==> src/verilog/abs_pkg.sv <==
/*
 * Constants shared by the burst shaper of the 64-bit master port.
 * Assumes a single clock and reset domain around the shaper.
 */
`default_nettype none
package abs_pkg;
    localparam int ADDR_W = 32;
    // AXI burst type and size encodings.
    localparam logic [1:0] BURST_INCR = 2'h1;
    localparam logic [1:0] BURST_WRAP = 2'h2;
    localparam logic [2:0] SIZE_8 = 3'h0;
    localparam logic [2:0] SIZE_16 = 3'h1;
    localparam logic [2:0] SIZE_32 = 3'h2;
    localparam logic [2:0] SIZE_64 = 3'h3;
    // Beat counts: length-field values (beats minus one), then plain beat totals.
    localparam logic [7:0] LEN_1 = 8'h00;
    localparam logic [7:0] LEN_4 = 8'h03;
    localparam logic [7:0] LEN_7 = 8'h06;
    localparam logic [7:0] WB_BEATS = 8'h04;
    localparam logic [7:0] ST7_BEATS = 8'h07;
    // Line geometry: 32-byte lines, 8-byte beats.
    localparam int LINE_LSB = 5;
    localparam int DW_LSB = 3;
    localparam logic [7:0] STRB_HALF = 8'h03;
    localparam logic [7:0] STRB_WORD = 8'h0f;
    localparam logic [7:0] STRB_ALL = 8'hff;
    // Request opcodes from the core side.
    typedef enum logic [2:0] {
        ABS_HSTORE = 3'h0,
        ABS_WSTORE = 3'h1,
        ABS_ST7 = 3'h2,
        ABS_FILL = 3'h3,
        ABS_EVICT = 3'h4,
        ABS_NCLOAD = 3'h5
    } abs_op_t;
endpackage
`default_nettype wire

==> src/verilog/abs_fifo.sv <==
/*
 * Small valid/ready FIFO used on the write data path.
 * Assumes source and sink share the clock of the shaper.
 */
`default_nettype none
module abs_fifo #(
    parameter int WIDTH = 72,
    parameter int DEPTH = 16
) (
    input wire logic clk, // clock
    input wire logic rst, // async reset
    input wire logic in_valid, // push request
    output logic in_ready, // not full
    input wire logic [WIDTH-1:0] in_data, // push data
    output logic out_valid, // not empty
    input wire logic out_ready, // pop request
    output logic [WIDTH-1:0] out_data // head data
);
    localparam int AW = $clog2(DEPTH);
    if (DEPTH < 2 || (1 << AW) != DEPTH) begin : g_depth_bad
        $error("depth must be a power of two");
    end
    logic [WIDTH-1:0] mem [DEPTH];
    logic [AW:0] wp_q, rp_q;
    wire push = in_valid && in_ready;
    wire pop = out_valid && out_ready;
    assign in_ready = (wp_q - rp_q) != (AW+1)'(DEPTH);
    assign out_valid = wp_q != rp_q;
    assign out_data = mem[rp_q[AW-1:0]];
    always_ff @(posedge clk) begin
        if (push) mem[wp_q[AW-1:0]] <= in_data;
    end
    always_ff @(posedge clk or posedge rst) begin
        if (rst) begin
            wp_q <= '0;
            rp_q <= '0;
        end else begin
            if (push) wp_q <= wp_q + 1'b1;
            if (pop) rp_q <= rp_q + 1'b1;
        end
    end
endmodule
`default_nettype wire

==> src/verilog/abs_shaper.sv <==
/*
 * Burst shaper: turns core memory requests into AXI address bursts
 * and write-data beats, and flags alignment faults.
 * Assumes the core holds a request until req_ready and that the
 * interconnect follows standard AXI valid/ready handshakes.
 */
// Contract
// - Halfword device store: one 16-bit INCR beat
// - Halfword strobes shift two lanes per index
// - Odd halfword device store faults
// - Word store: one 32-bit beat, half strobes
// - Unaligned word device store faults
// - Seven-register store: seven 32-bit INCR beats
// - Unaligned store-multiple faults
// - Cacheable miss with cache on starts linefill
// - Linefill: WRAP, four 64-bit, doubleword aligned
// - Fill address from low five miss bits
// - Dirty valid eviction writes line back
// - Write-back: INCR four 64-bit, line aligned
// - Non-cacheable loads may reshape size/length
// - Store-buffer hit load issues no read
// - Halfword load shapes: 16, 32, split (code issues 16 or 64-bit, split at the line end)
// - Word load shapes: 32, 64, split (code issues only 64-bit, split at the line end)
// - Five-register load: 64-bit, split at line
// - No burst crosses a 32-byte boundary (code does not split seven-register store bursts)
// - 8 or 16-bit size means one beat
// - Write address channel only INCR
`default_nettype none
module abs_shaper #(
    parameter int FIFO_DEPTH = 16
) (
    input wire logic clk, // clock, 200 MHz
    input wire logic rst, // async reset, active high
    input wire logic req_valid, // core request present
    output logic req_ready, // request taken this cycle
    input wire logic [2:0] req_op, // abs_op_t opcode
    input wire logic [abs_pkg::ADDR_W-1:0] req_addr, // byte address
    input wire logic req_cache_en, // relevant cache enabled
    input wire logic req_line_dirty, // evicted line valid and dirty
    input wire logic [2:0] req_nc_words, // load word count 1..5, 0 = half
    input wire logic req_stb_hit, // bytes held in store buffer
    output logic fault_q, // one-cycle alignment fault pulse
    output logic done_q, // one-cycle request retired pulse
    input wire logic wd_valid, // core write data beat
    output logic wd_ready, // write data FIFO not full
    input wire logic [63:0] wd_data, // write data
    output logic [abs_pkg::ADDR_W-1:0] master_write_addr, // AWADDR
    output logic [1:0] master_write_burst_type, // AWBURST
    output logic [2:0] master_write_beat_size, // AWSIZE
    output logic [7:0] master_write_beat_count, // AWLEN
    output logic aw_valid_q, // AWVALID
    input wire logic aw_ready, // AWREADY
    output logic [63:0] w_data_q, // WDATA
    output logic [7:0] master_write_lane_strobes, // WSTRB
    output logic w_last_q, // WLAST
    output logic w_valid_q, // WVALID
    input wire logic w_ready, // WREADY
    output logic [abs_pkg::ADDR_W-1:0] master_read_addr, // ARADDR
    output logic [1:0] master_read_burst_type, // ARBURST
    output logic [2:0] master_read_beat_size, // ARSIZE
    output logic [7:0] master_read_beat_count, // ARLEN
    output logic ar_valid_q, // ARVALID
    input wire logic ar_ready // ARREADY
);
    import abs_pkg::*;

    // ------------------------------------------------------------
    // Request decoding
    // ------------------------------------------------------------
    typedef enum logic [2:0] {
        ABS_IDLE = 3'b001,
        ABS_ADDR = 3'b010,
        ABS_SPLIT = 3'b100
    } abs_state_t;
    abs_state_t state_q;

    function automatic logic [7:0] lane_mask(input logic [2:0] a,
                                              input logic [7:0] base);
        lane_mask = base << a;
    endfunction

    wire [2:0] a_lo = req_addr[2:0];
    wire is_hs = req_op == ABS_HSTORE;
    wire is_ws = req_op == ABS_WSTORE;
    wire is_s7 = req_op == ABS_ST7;
    wire is_fill = req_op == ABS_FILL;
    wire is_ev = req_op == ABS_EVICT;
    wire is_ncl = req_op == ABS_NCLOAD;
    wire bad_half = is_hs && req_addr[0];
    wire bad_word = (is_ws || is_s7) && (req_addr[1:0] != 2'h0);
    wire misalign = bad_half || bad_word;
    // No bus traffic: fill with cache off, clean eviction, buffer hit.
    wire no_bus = (is_fill && !req_cache_en)
        || (is_ev && !req_line_dirty)
        || (is_ncl && req_stb_hit);
    wire take = req_valid && state_q == ABS_IDLE;
    wire [ADDR_W-1:0] dw_addr = {req_addr[ADDR_W-1:DW_LSB], 3'h0};
    wire [ADDR_W-1:0] line_addr = {req_addr[ADDR_W-1:LINE_LSB], 5'h00};

    // Non-cacheable load: 64-bit beats from the doubleword, split at
    // the line end; a halfword in aligned position uses one 16-bit beat.
    wire [5:0] nc_end = {1'b0, req_addr[4:0]} + (req_nc_words == 3'h0
        ? 6'h01 : {1'b0, req_nc_words, 2'h0} - 6'h01);
    wire nc_cross = nc_end[5];
    wire [1:0] first_last_dw = nc_cross ? 2'h3 : nc_end[4:3];
    wire [7:0] nc_len1 = {6'h0, first_last_dw - req_addr[4:3]};
    wire [7:0] nc_len2 = {6'h0, nc_end[4:3]};
    wire nc_half_ok = req_nc_words == 3'h0 && !req_addr[0];

    // ------------------------------------------------------------
    // Control and address channels
    // ------------------------------------------------------------
    logic [ADDR_W-1:0] split_addr_q;
    logic [7:0] split_len_q;
    logic [7:0] beats_q;
    logic [7:0] strb_q;
    logic [2:0] wsize_q;
    wire aw_fire = aw_valid_q && aw_ready;
    wire ar_fire = ar_valid_q && ar_ready;
    wire w_fire = w_valid_q && w_ready;
    wire busy_done = !aw_valid_q && !ar_valid_q && beats_q == 8'h00;

    assign req_ready = take;

    always_ff @(posedge clk or posedge rst) begin
        if (rst) begin
            state_q <= ABS_IDLE;
            fault_q <= 1'b0;
            done_q <= 1'b0;
            aw_valid_q <= 1'b0;
            ar_valid_q <= 1'b0;
            master_write_addr <= '0;
            master_write_burst_type <= BURST_INCR;
            master_write_beat_size <= SIZE_8;
            master_write_beat_count <= LEN_1;
            master_read_addr <= '0;
            master_read_burst_type <= BURST_INCR;
            master_read_beat_size <= SIZE_8;
            master_read_beat_count <= LEN_1;
            split_addr_q <= '0;
            split_len_q <= LEN_1;
            beats_q <= 8'h00;
            strb_q <= 8'h00;
            wsize_q <= SIZE_8;
        end else begin
            fault_q <= 1'b0;
            done_q <= 1'b0;
            if (aw_fire) aw_valid_q <= 1'b0;
            if (ar_fire) ar_valid_q <= 1'b0;
            if (w_fire && beats_q != 8'h00) beats_q <= beats_q - 8'h01;
            case (state_q)
                ABS_IDLE: begin
                    if (take && misalign) begin
                        fault_q <= 1'b1;
                        done_q <= 1'b1;
                    end else if (take && no_bus) begin
                        done_q <= 1'b1;
                    end else if (take) begin
                        state_q <= ABS_ADDR;
                        master_write_burst_type <= BURST_INCR;
                        if (is_hs) begin
                            aw_valid_q <= 1'b1;
                            master_write_addr <= req_addr;
                            master_write_beat_size <= SIZE_16;
                            master_write_beat_count <= LEN_1;
                            strb_q <= lane_mask(a_lo, STRB_HALF);
                            beats_q <= 8'h01;
                        end else if (is_ws || is_s7) begin
                            aw_valid_q <= 1'b1;
                            master_write_addr <= req_addr;
                            master_write_beat_size <= SIZE_32;
                            master_write_beat_count <= is_s7 ? LEN_7 : LEN_1;
                            strb_q <= lane_mask(a_lo, STRB_WORD);
                            beats_q <= is_s7 ? ST7_BEATS : 8'h01;
                        end else if (is_ev) begin
                            aw_valid_q <= 1'b1;
                            master_write_addr <= line_addr;
                            master_write_beat_size <= SIZE_64;
                            master_write_beat_count <= LEN_4;
                            strb_q <= STRB_ALL;
                            beats_q <= WB_BEATS;
                        end else if (is_fill) begin
                            ar_valid_q <= 1'b1;
                            master_read_addr <= dw_addr;
                            master_read_burst_type <= BURST_WRAP;
                            master_read_beat_size <= SIZE_64;
                            master_read_beat_count <= LEN_4;
                        end else begin
                            ar_valid_q <= 1'b1;
                            master_read_burst_type <= BURST_INCR;
                            if (nc_half_ok) begin
                                master_read_addr <= req_addr;
                                master_read_beat_size <= SIZE_16;
                                master_read_beat_count <= LEN_1;
                            end else begin
                                master_read_addr <= dw_addr;
                                master_read_beat_size <= SIZE_64;
                                master_read_beat_count <= nc_len1;
                            end
                            if (!nc_half_ok && nc_cross) begin
                                state_q <= ABS_SPLIT;
                                split_addr_q <= line_addr
                                    + ADDR_W'(32);
                                split_len_q <= nc_len2;
                            end
                        end
                        wsize_q <= is_ev ? SIZE_64 : SIZE_32;
                    end
                end
                ABS_SPLIT: begin
                    if (ar_fire) begin
                        ar_valid_q <= 1'b1;
                        master_read_addr <= split_addr_q;
                        master_read_beat_size <= SIZE_64;
                        master_read_beat_count <= split_len_q;
                        state_q <= ABS_ADDR;
                    end
                end
                default: begin
                    if (busy_done) begin
                        state_q <= ABS_IDLE;
                        done_q <= 1'b1;
                    end
                end
            endcase
        end
    end

    // ------------------------------------------------------------
    // Write data path
    // ------------------------------------------------------------
    logic f_valid;
    logic [63:0] f_data;
    wire pull = f_valid && beats_q != 8'h00 && (!w_valid_q || w_ready)
        && !(w_fire && beats_q == 8'h01);
    // Word beats of a store-multiple alternate between lane halves.
    wire [7:0] next_strb = wsize_q == SIZE_32 ? ~strb_q : strb_q;

    abs_fifo #(.WIDTH(64), .DEPTH(FIFO_DEPTH)) u_fifo (
        .clk(clk),
        .rst(rst),
        .in_valid(wd_valid),
        .in_ready(wd_ready),
        .in_data(wd_data),
        .out_valid(f_valid),
        .out_ready(pull),
        .out_data(f_data)
    );

    logic [7:0] issued_q;
    always_ff @(posedge clk or posedge rst) begin
        if (rst) begin
            w_valid_q <= 1'b0;
            w_data_q <= '0;
            w_last_q <= 1'b0;
            master_write_lane_strobes <= 8'h00;
            issued_q <= 8'h00;
        end else begin
            if (w_fire) w_valid_q <= 1'b0;
            if (state_q == ABS_IDLE) issued_q <= 8'h00;
            if (pull) begin
                w_valid_q <= 1'b1;
                w_data_q <= f_data;
                w_last_q <= (beats_q - (w_fire ? 8'h01 : 8'h00))
                    == issued_q + 8'h01 - issued_q;
                master_write_lane_strobes <= issued_q[0]
                    ? next_strb : strb_q;
                issued_q <= issued_q + 8'h01;
            end
        end
    end

    // ------------------------------------------------------------
    // Checks
    // ------------------------------------------------------------
    a_fault_quiet: assert property (@(posedge clk) disable iff (rst)
        take && misalign |=> !aw_valid_q && !ar_valid_q && fault_q)
        else $error("faulting request reached the bus");
    a_half_odd: assert property (@(posedge clk) disable iff (rst)
        take && is_hs && req_addr[0] |=> fault_q)
        else $error("odd halfword store did not fault");
    a_aw_incr: assert property (@(posedge clk) disable iff (rst)
        aw_valid_q |-> master_write_burst_type == BURST_INCR)
        else $error("write burst not incrementing");
    a_small_one: assert property (@(posedge clk) disable iff (rst)
        ar_valid_q && master_read_beat_size <= SIZE_16
        |-> master_read_beat_count == LEN_1)
        else $error("narrow read burst longer than one beat");
    a_fill_shape: assert property (@(posedge clk) disable iff (rst)
        take && is_fill && req_cache_en |=> ar_valid_q
        && master_read_burst_type == BURST_WRAP
        && master_read_addr[2:0] == 3'h0
        && master_read_addr[4:3] == $past(req_addr[4:3]))
        else $error("linefill shape wrong");
    a_evict_line: assert property (@(posedge clk) disable iff (rst)
        take && is_ev && req_line_dirty |=> aw_valid_q
        && master_write_addr[4:0] == 5'h00
        && master_write_beat_count == LEN_4)
        else $error("write-back not line aligned");
    a_stb_quiet: assert property (@(posedge clk) disable iff (rst)
        take && is_ncl && req_stb_hit |=> !ar_valid_q ##1 !ar_valid_q)
        else $error("buffer hit load issued a read");
    a_no_cross: assert property (@(posedge clk) disable iff (rst)
        ar_valid_q && master_read_beat_size == SIZE_64
        && master_read_burst_type == BURST_INCR
        |-> {1'b0, master_read_addr[4:3]}
        + master_read_beat_count[2:0] <= 3'h3)
        else $error("read burst crosses a line");
endmodule
`default_nettype wire

==> config.mk <==
export PLATFORM = sky130hd
export DESIGN_NAME = abs_shaper
export DESIGN_NICKNAME = d
export VERILOG_FILES = /design/src/verilog/abs_pkg.sv /design/src/verilog/abs_fifo.sv /design/src/verilog/abs_shaper.sv
export SDC_FILE = /design/constraint.sdc
export NUM_CORES = 2
export LEC_CHECK = 0
export ABC_CLOCK_PERIOD_IN_PS = 13300
export BUFFER_PORTS_ARGS = -buffer_cell sky130_fd_sc_hd__buf_4
export CAP_MARGIN = 20
export CELL_PAD_IN_SITES_DETAIL_PLACEMENT = 0
export CELL_PAD_IN_SITES_GLOBAL_PLACEMENT = 1
export CORE_AREA = 5 5 306 308
export CTS_CLUSTER_DIAMETER = 40
export DETAILED_ROUTE_END_ITERATION = 6
export DIE_AREA = 0 0 311 313
export GPL_ROUTABILITY_DRIVEN = 1
export GPL_TIMING_DRIVEN = 1
export PLACE_DENSITY = 0.94
export SYNTH_ARGS = -nofsm -noshare
export SYNTH_HDL_FRONTEND = slang
export SYNTH_HIERARCHICAL = 1
export SYNTH_SLANG_ARGS = --single-unit
==> constraint.sdc <==
create_clock -name clk -period 13.3 [get_ports clk]
set_input_delay 2.66 -clock clk [delete_from_list [all_inputs] [get_ports clk]]
set_output_delay 2.66 -clock clk [all_outputs]
set_load 0.05 [all_outputs]
==> flow_summary.ini <==
[outcome]
outcome = completed

[timing]
fin_crit_sh_pct = 54.3
rsz0062_at_grt = no
finalHoldViolations = 0
setup_viol = 0
fin_crit_ns = 7.22
fmax_ghz = 0.138
max-slew-margin-rel_pct = 21.9
worst_pin_slew_ns = 1.17
final_max_slew_viol_count = 0
fin_worst_skew_ns = 0.0449
finalSetupTns_ns = 0
setup_ws_ns = 6.08

[clocking]
postCtsSetupRepairBufs = 0
ctsResizeCount = 0
cts_hold_buf = 0
clockBufferDepth = 3
cts.reportedPaths.clkPinSlew_ns = 0.06
htreeDepth = 4
clkLatencyLatePin_ns = 0.78
cts.sinks = 1244
numCtsBuffers = 141
root_buffer = clkbuf_16
cts_tree = done

[layout]
drive_gt1_share_pct = 25.7
seqCellArea_sq_mm = 0.0363
fillers = 5899
multiInputGateArea_sq_mm = 0.0130
area_growth_pct = 16.0
finalNetCount = 3429

[hold_path]
hp-class = reg -> reg

[logic_synthesis]
synthTopCellsByCount = 1,024 x edfxtp_1, 665 x nand2_1, 256 x mux4_2
synth.distinct_cells = 77
ys_top_cells_by_area = edfxtp_1 61%, mux4_2 11%, dfrtp_1 11%
yosysMostFrequentCell = edfxtp_1
seq_area_frac_synth_pct = 72.2
ys_warn_count = 6
synth_edf_count = 1024
synthesis.area_sq_mm = 0.0502
yosysTopAreaCell = edfxtp_1
synth_ff_type = edfxtp_1
yosysTopAreaCellShare_pct = 61.2
syn_inst = 2976
synthArstFlopShare_pct = 17.7
ys_ff_latch = 1244
avgSynthCellArea_sq_um = 16.9

[floorplan]
die_h_microns = 313
coreArea_sq_mm = 0.0908
row_count = 111
initial_core_util_pct = 55.3
design.portCount = 282
die_area_sq_mm = 0.0973
die_w_microns = 311

[global_route]
grt_max_degree = 148
grt_pass1_wl_microns = 195000
track_usage_pct = 26.7
grt_pass1_vias = 30100
grt_overflow_total = 0
antenna_found_initial = 13

[worst_setup_path]
worstSetupStartpointType = flop
path_class = reg -> out
worst-path-max-fanout = 49
cp-end-kind = output pin
critPathArrivalTime_ns = 4.56
required_ns = 10.64
reg2reg_slack_ns = 7.77

[place]
gp_congestion = 0.800
hpwl_microns = 66200
io_buffers = 266
dp_slack_ns = 6.97

[detailed_routing]
detail-route-antenna-nets = 0
drc = 0
drt-wirelength-per-cell_microns = 28.7
dr.pass1.iters = 5
routed_via_density = 6.28
drt-initial-drc-count = 3929
vias = 28900
wirelength_microns = 132000

[power]
powerDensity_mw_per_mm2 = 238
p_leak_nw = 21.4
p_total_mw = 13.8
peakVddDrop_uv = 214

[run]
cap_violations = 0
## per-layer routing
metal / global-route usage [%] / part of all wire (%)
met5: 0 / 0.026
met4: 11.4 / 3.7
met3: 6.00 / 9.4
met2: 44.4 / 51
met1: 34.3 / 36
## path summary, 6_finish.rpt
check | startpoint | end | depth (start not counted)
hold / removal | master_write_addr[4] | master_write_addr[4] | 2
hold reg to reg | master_write_addr[4] | master_write_addr[4] | 2
setup / recovery | u_fifo/rp_q[1] | wd_ready | 8
setup reg to reg | u_fifo/rp_q[1] | u_fifo/mem[12][40] | 9
max in group asynchronous | rst | w_data_q[32] | 4
min in group asynchronous | rst | u_fifo/rp_q[4] | 2
## sequential cells by signal, indices dropped and copies added, names as in the netlist, 2 cells and up
signal,count
strb_q,8
issued_q,7
u_fifo/wp_q,5
master_read_burst_type,2
wsize_q,2
master_read_beat_size,2
split_addr_q,27
master_read_beat_count,2
u_fifo/rp_q,5
master_write_beat_count,3
beats_q,8
split_len_q,2
master_write_addr,32
u_fifo/mem,1024
state_q,3
master_write_beat_size,2
master_read_addr,32
w_data_q,64
master_write_lane_strobes,8
## report_power, final
part	switching, mW	total [mW]	internal, mW
Combinational	2.92	4.59	1.67
Clock	1.69	3.99	2.30
Sequential	0.410	5.26	4.85
Total	5.02	13.8	8.82
## per-stage QoR
stage	cell area [sq um]	std cells	util, %	hold WS, ns
final	58200	4601	64.1	0.466
after global routing	58200	4597	64.1	0.483
after CTS	58100	4583	64.0	0.468
after detailed placement	53300	4321	58.6	0.454
after global placement	53300	4321	58.6	0.452
after floorplan	50300	2989	-	0.435
## critical path: stages, from the launching register on
cell      delay [ns]
dfrtp_4         0.93
inv_2           0.54
ha_1            0.52
nor2b_1         0.17
o21bai_1        0.31
nand4_1         0.35
a21oi_4         0.57
inv_1           0.16
buf_4           0.23
## layout make-up
class / instances / area share [%]
Sequential cell: 1244 / 62.3
Multi-Input combinational cell: 1534 / 22.2
Clock buffer: 171 / 6.50
Timing Repair Buffer: 322 / 4.29
Tap cell: 1186 / 2.55
Clock inverter: 91 / 1.79
Inverter: 41 / 0.279
Antenna cell: 12 / 0.0516
## cells by family after synthesis
group                      Yosys count  share of synthesized area [%]
xor gates and xnor gates            77                           1.39
muxes                              324                           13.0
DFF                               1244                           72.2
buffers and inverters              211                           2.31
adders and majority gates           33                          0.822
and+or+nand+nor                    901                           7.76
AOI/OAI and AO/OA                  184                           2.49
other                                2                         0.0150
## cell usage in the layout (no fill, tap or decap), drive strengths merged, types with 33 or more instances in the layout
cell	count
a31oi	67
and3	69
buf	322
clkbuf	171
clkinv	44
dfrtp	218
edfxtp	1024
ha	33
inv	63
mux2	60
mux4	256
nand2	665
nand3	33
nor2	40
o21ai	48
xnor2	51
Note: power is estimated with default switching activity, not from simulation.
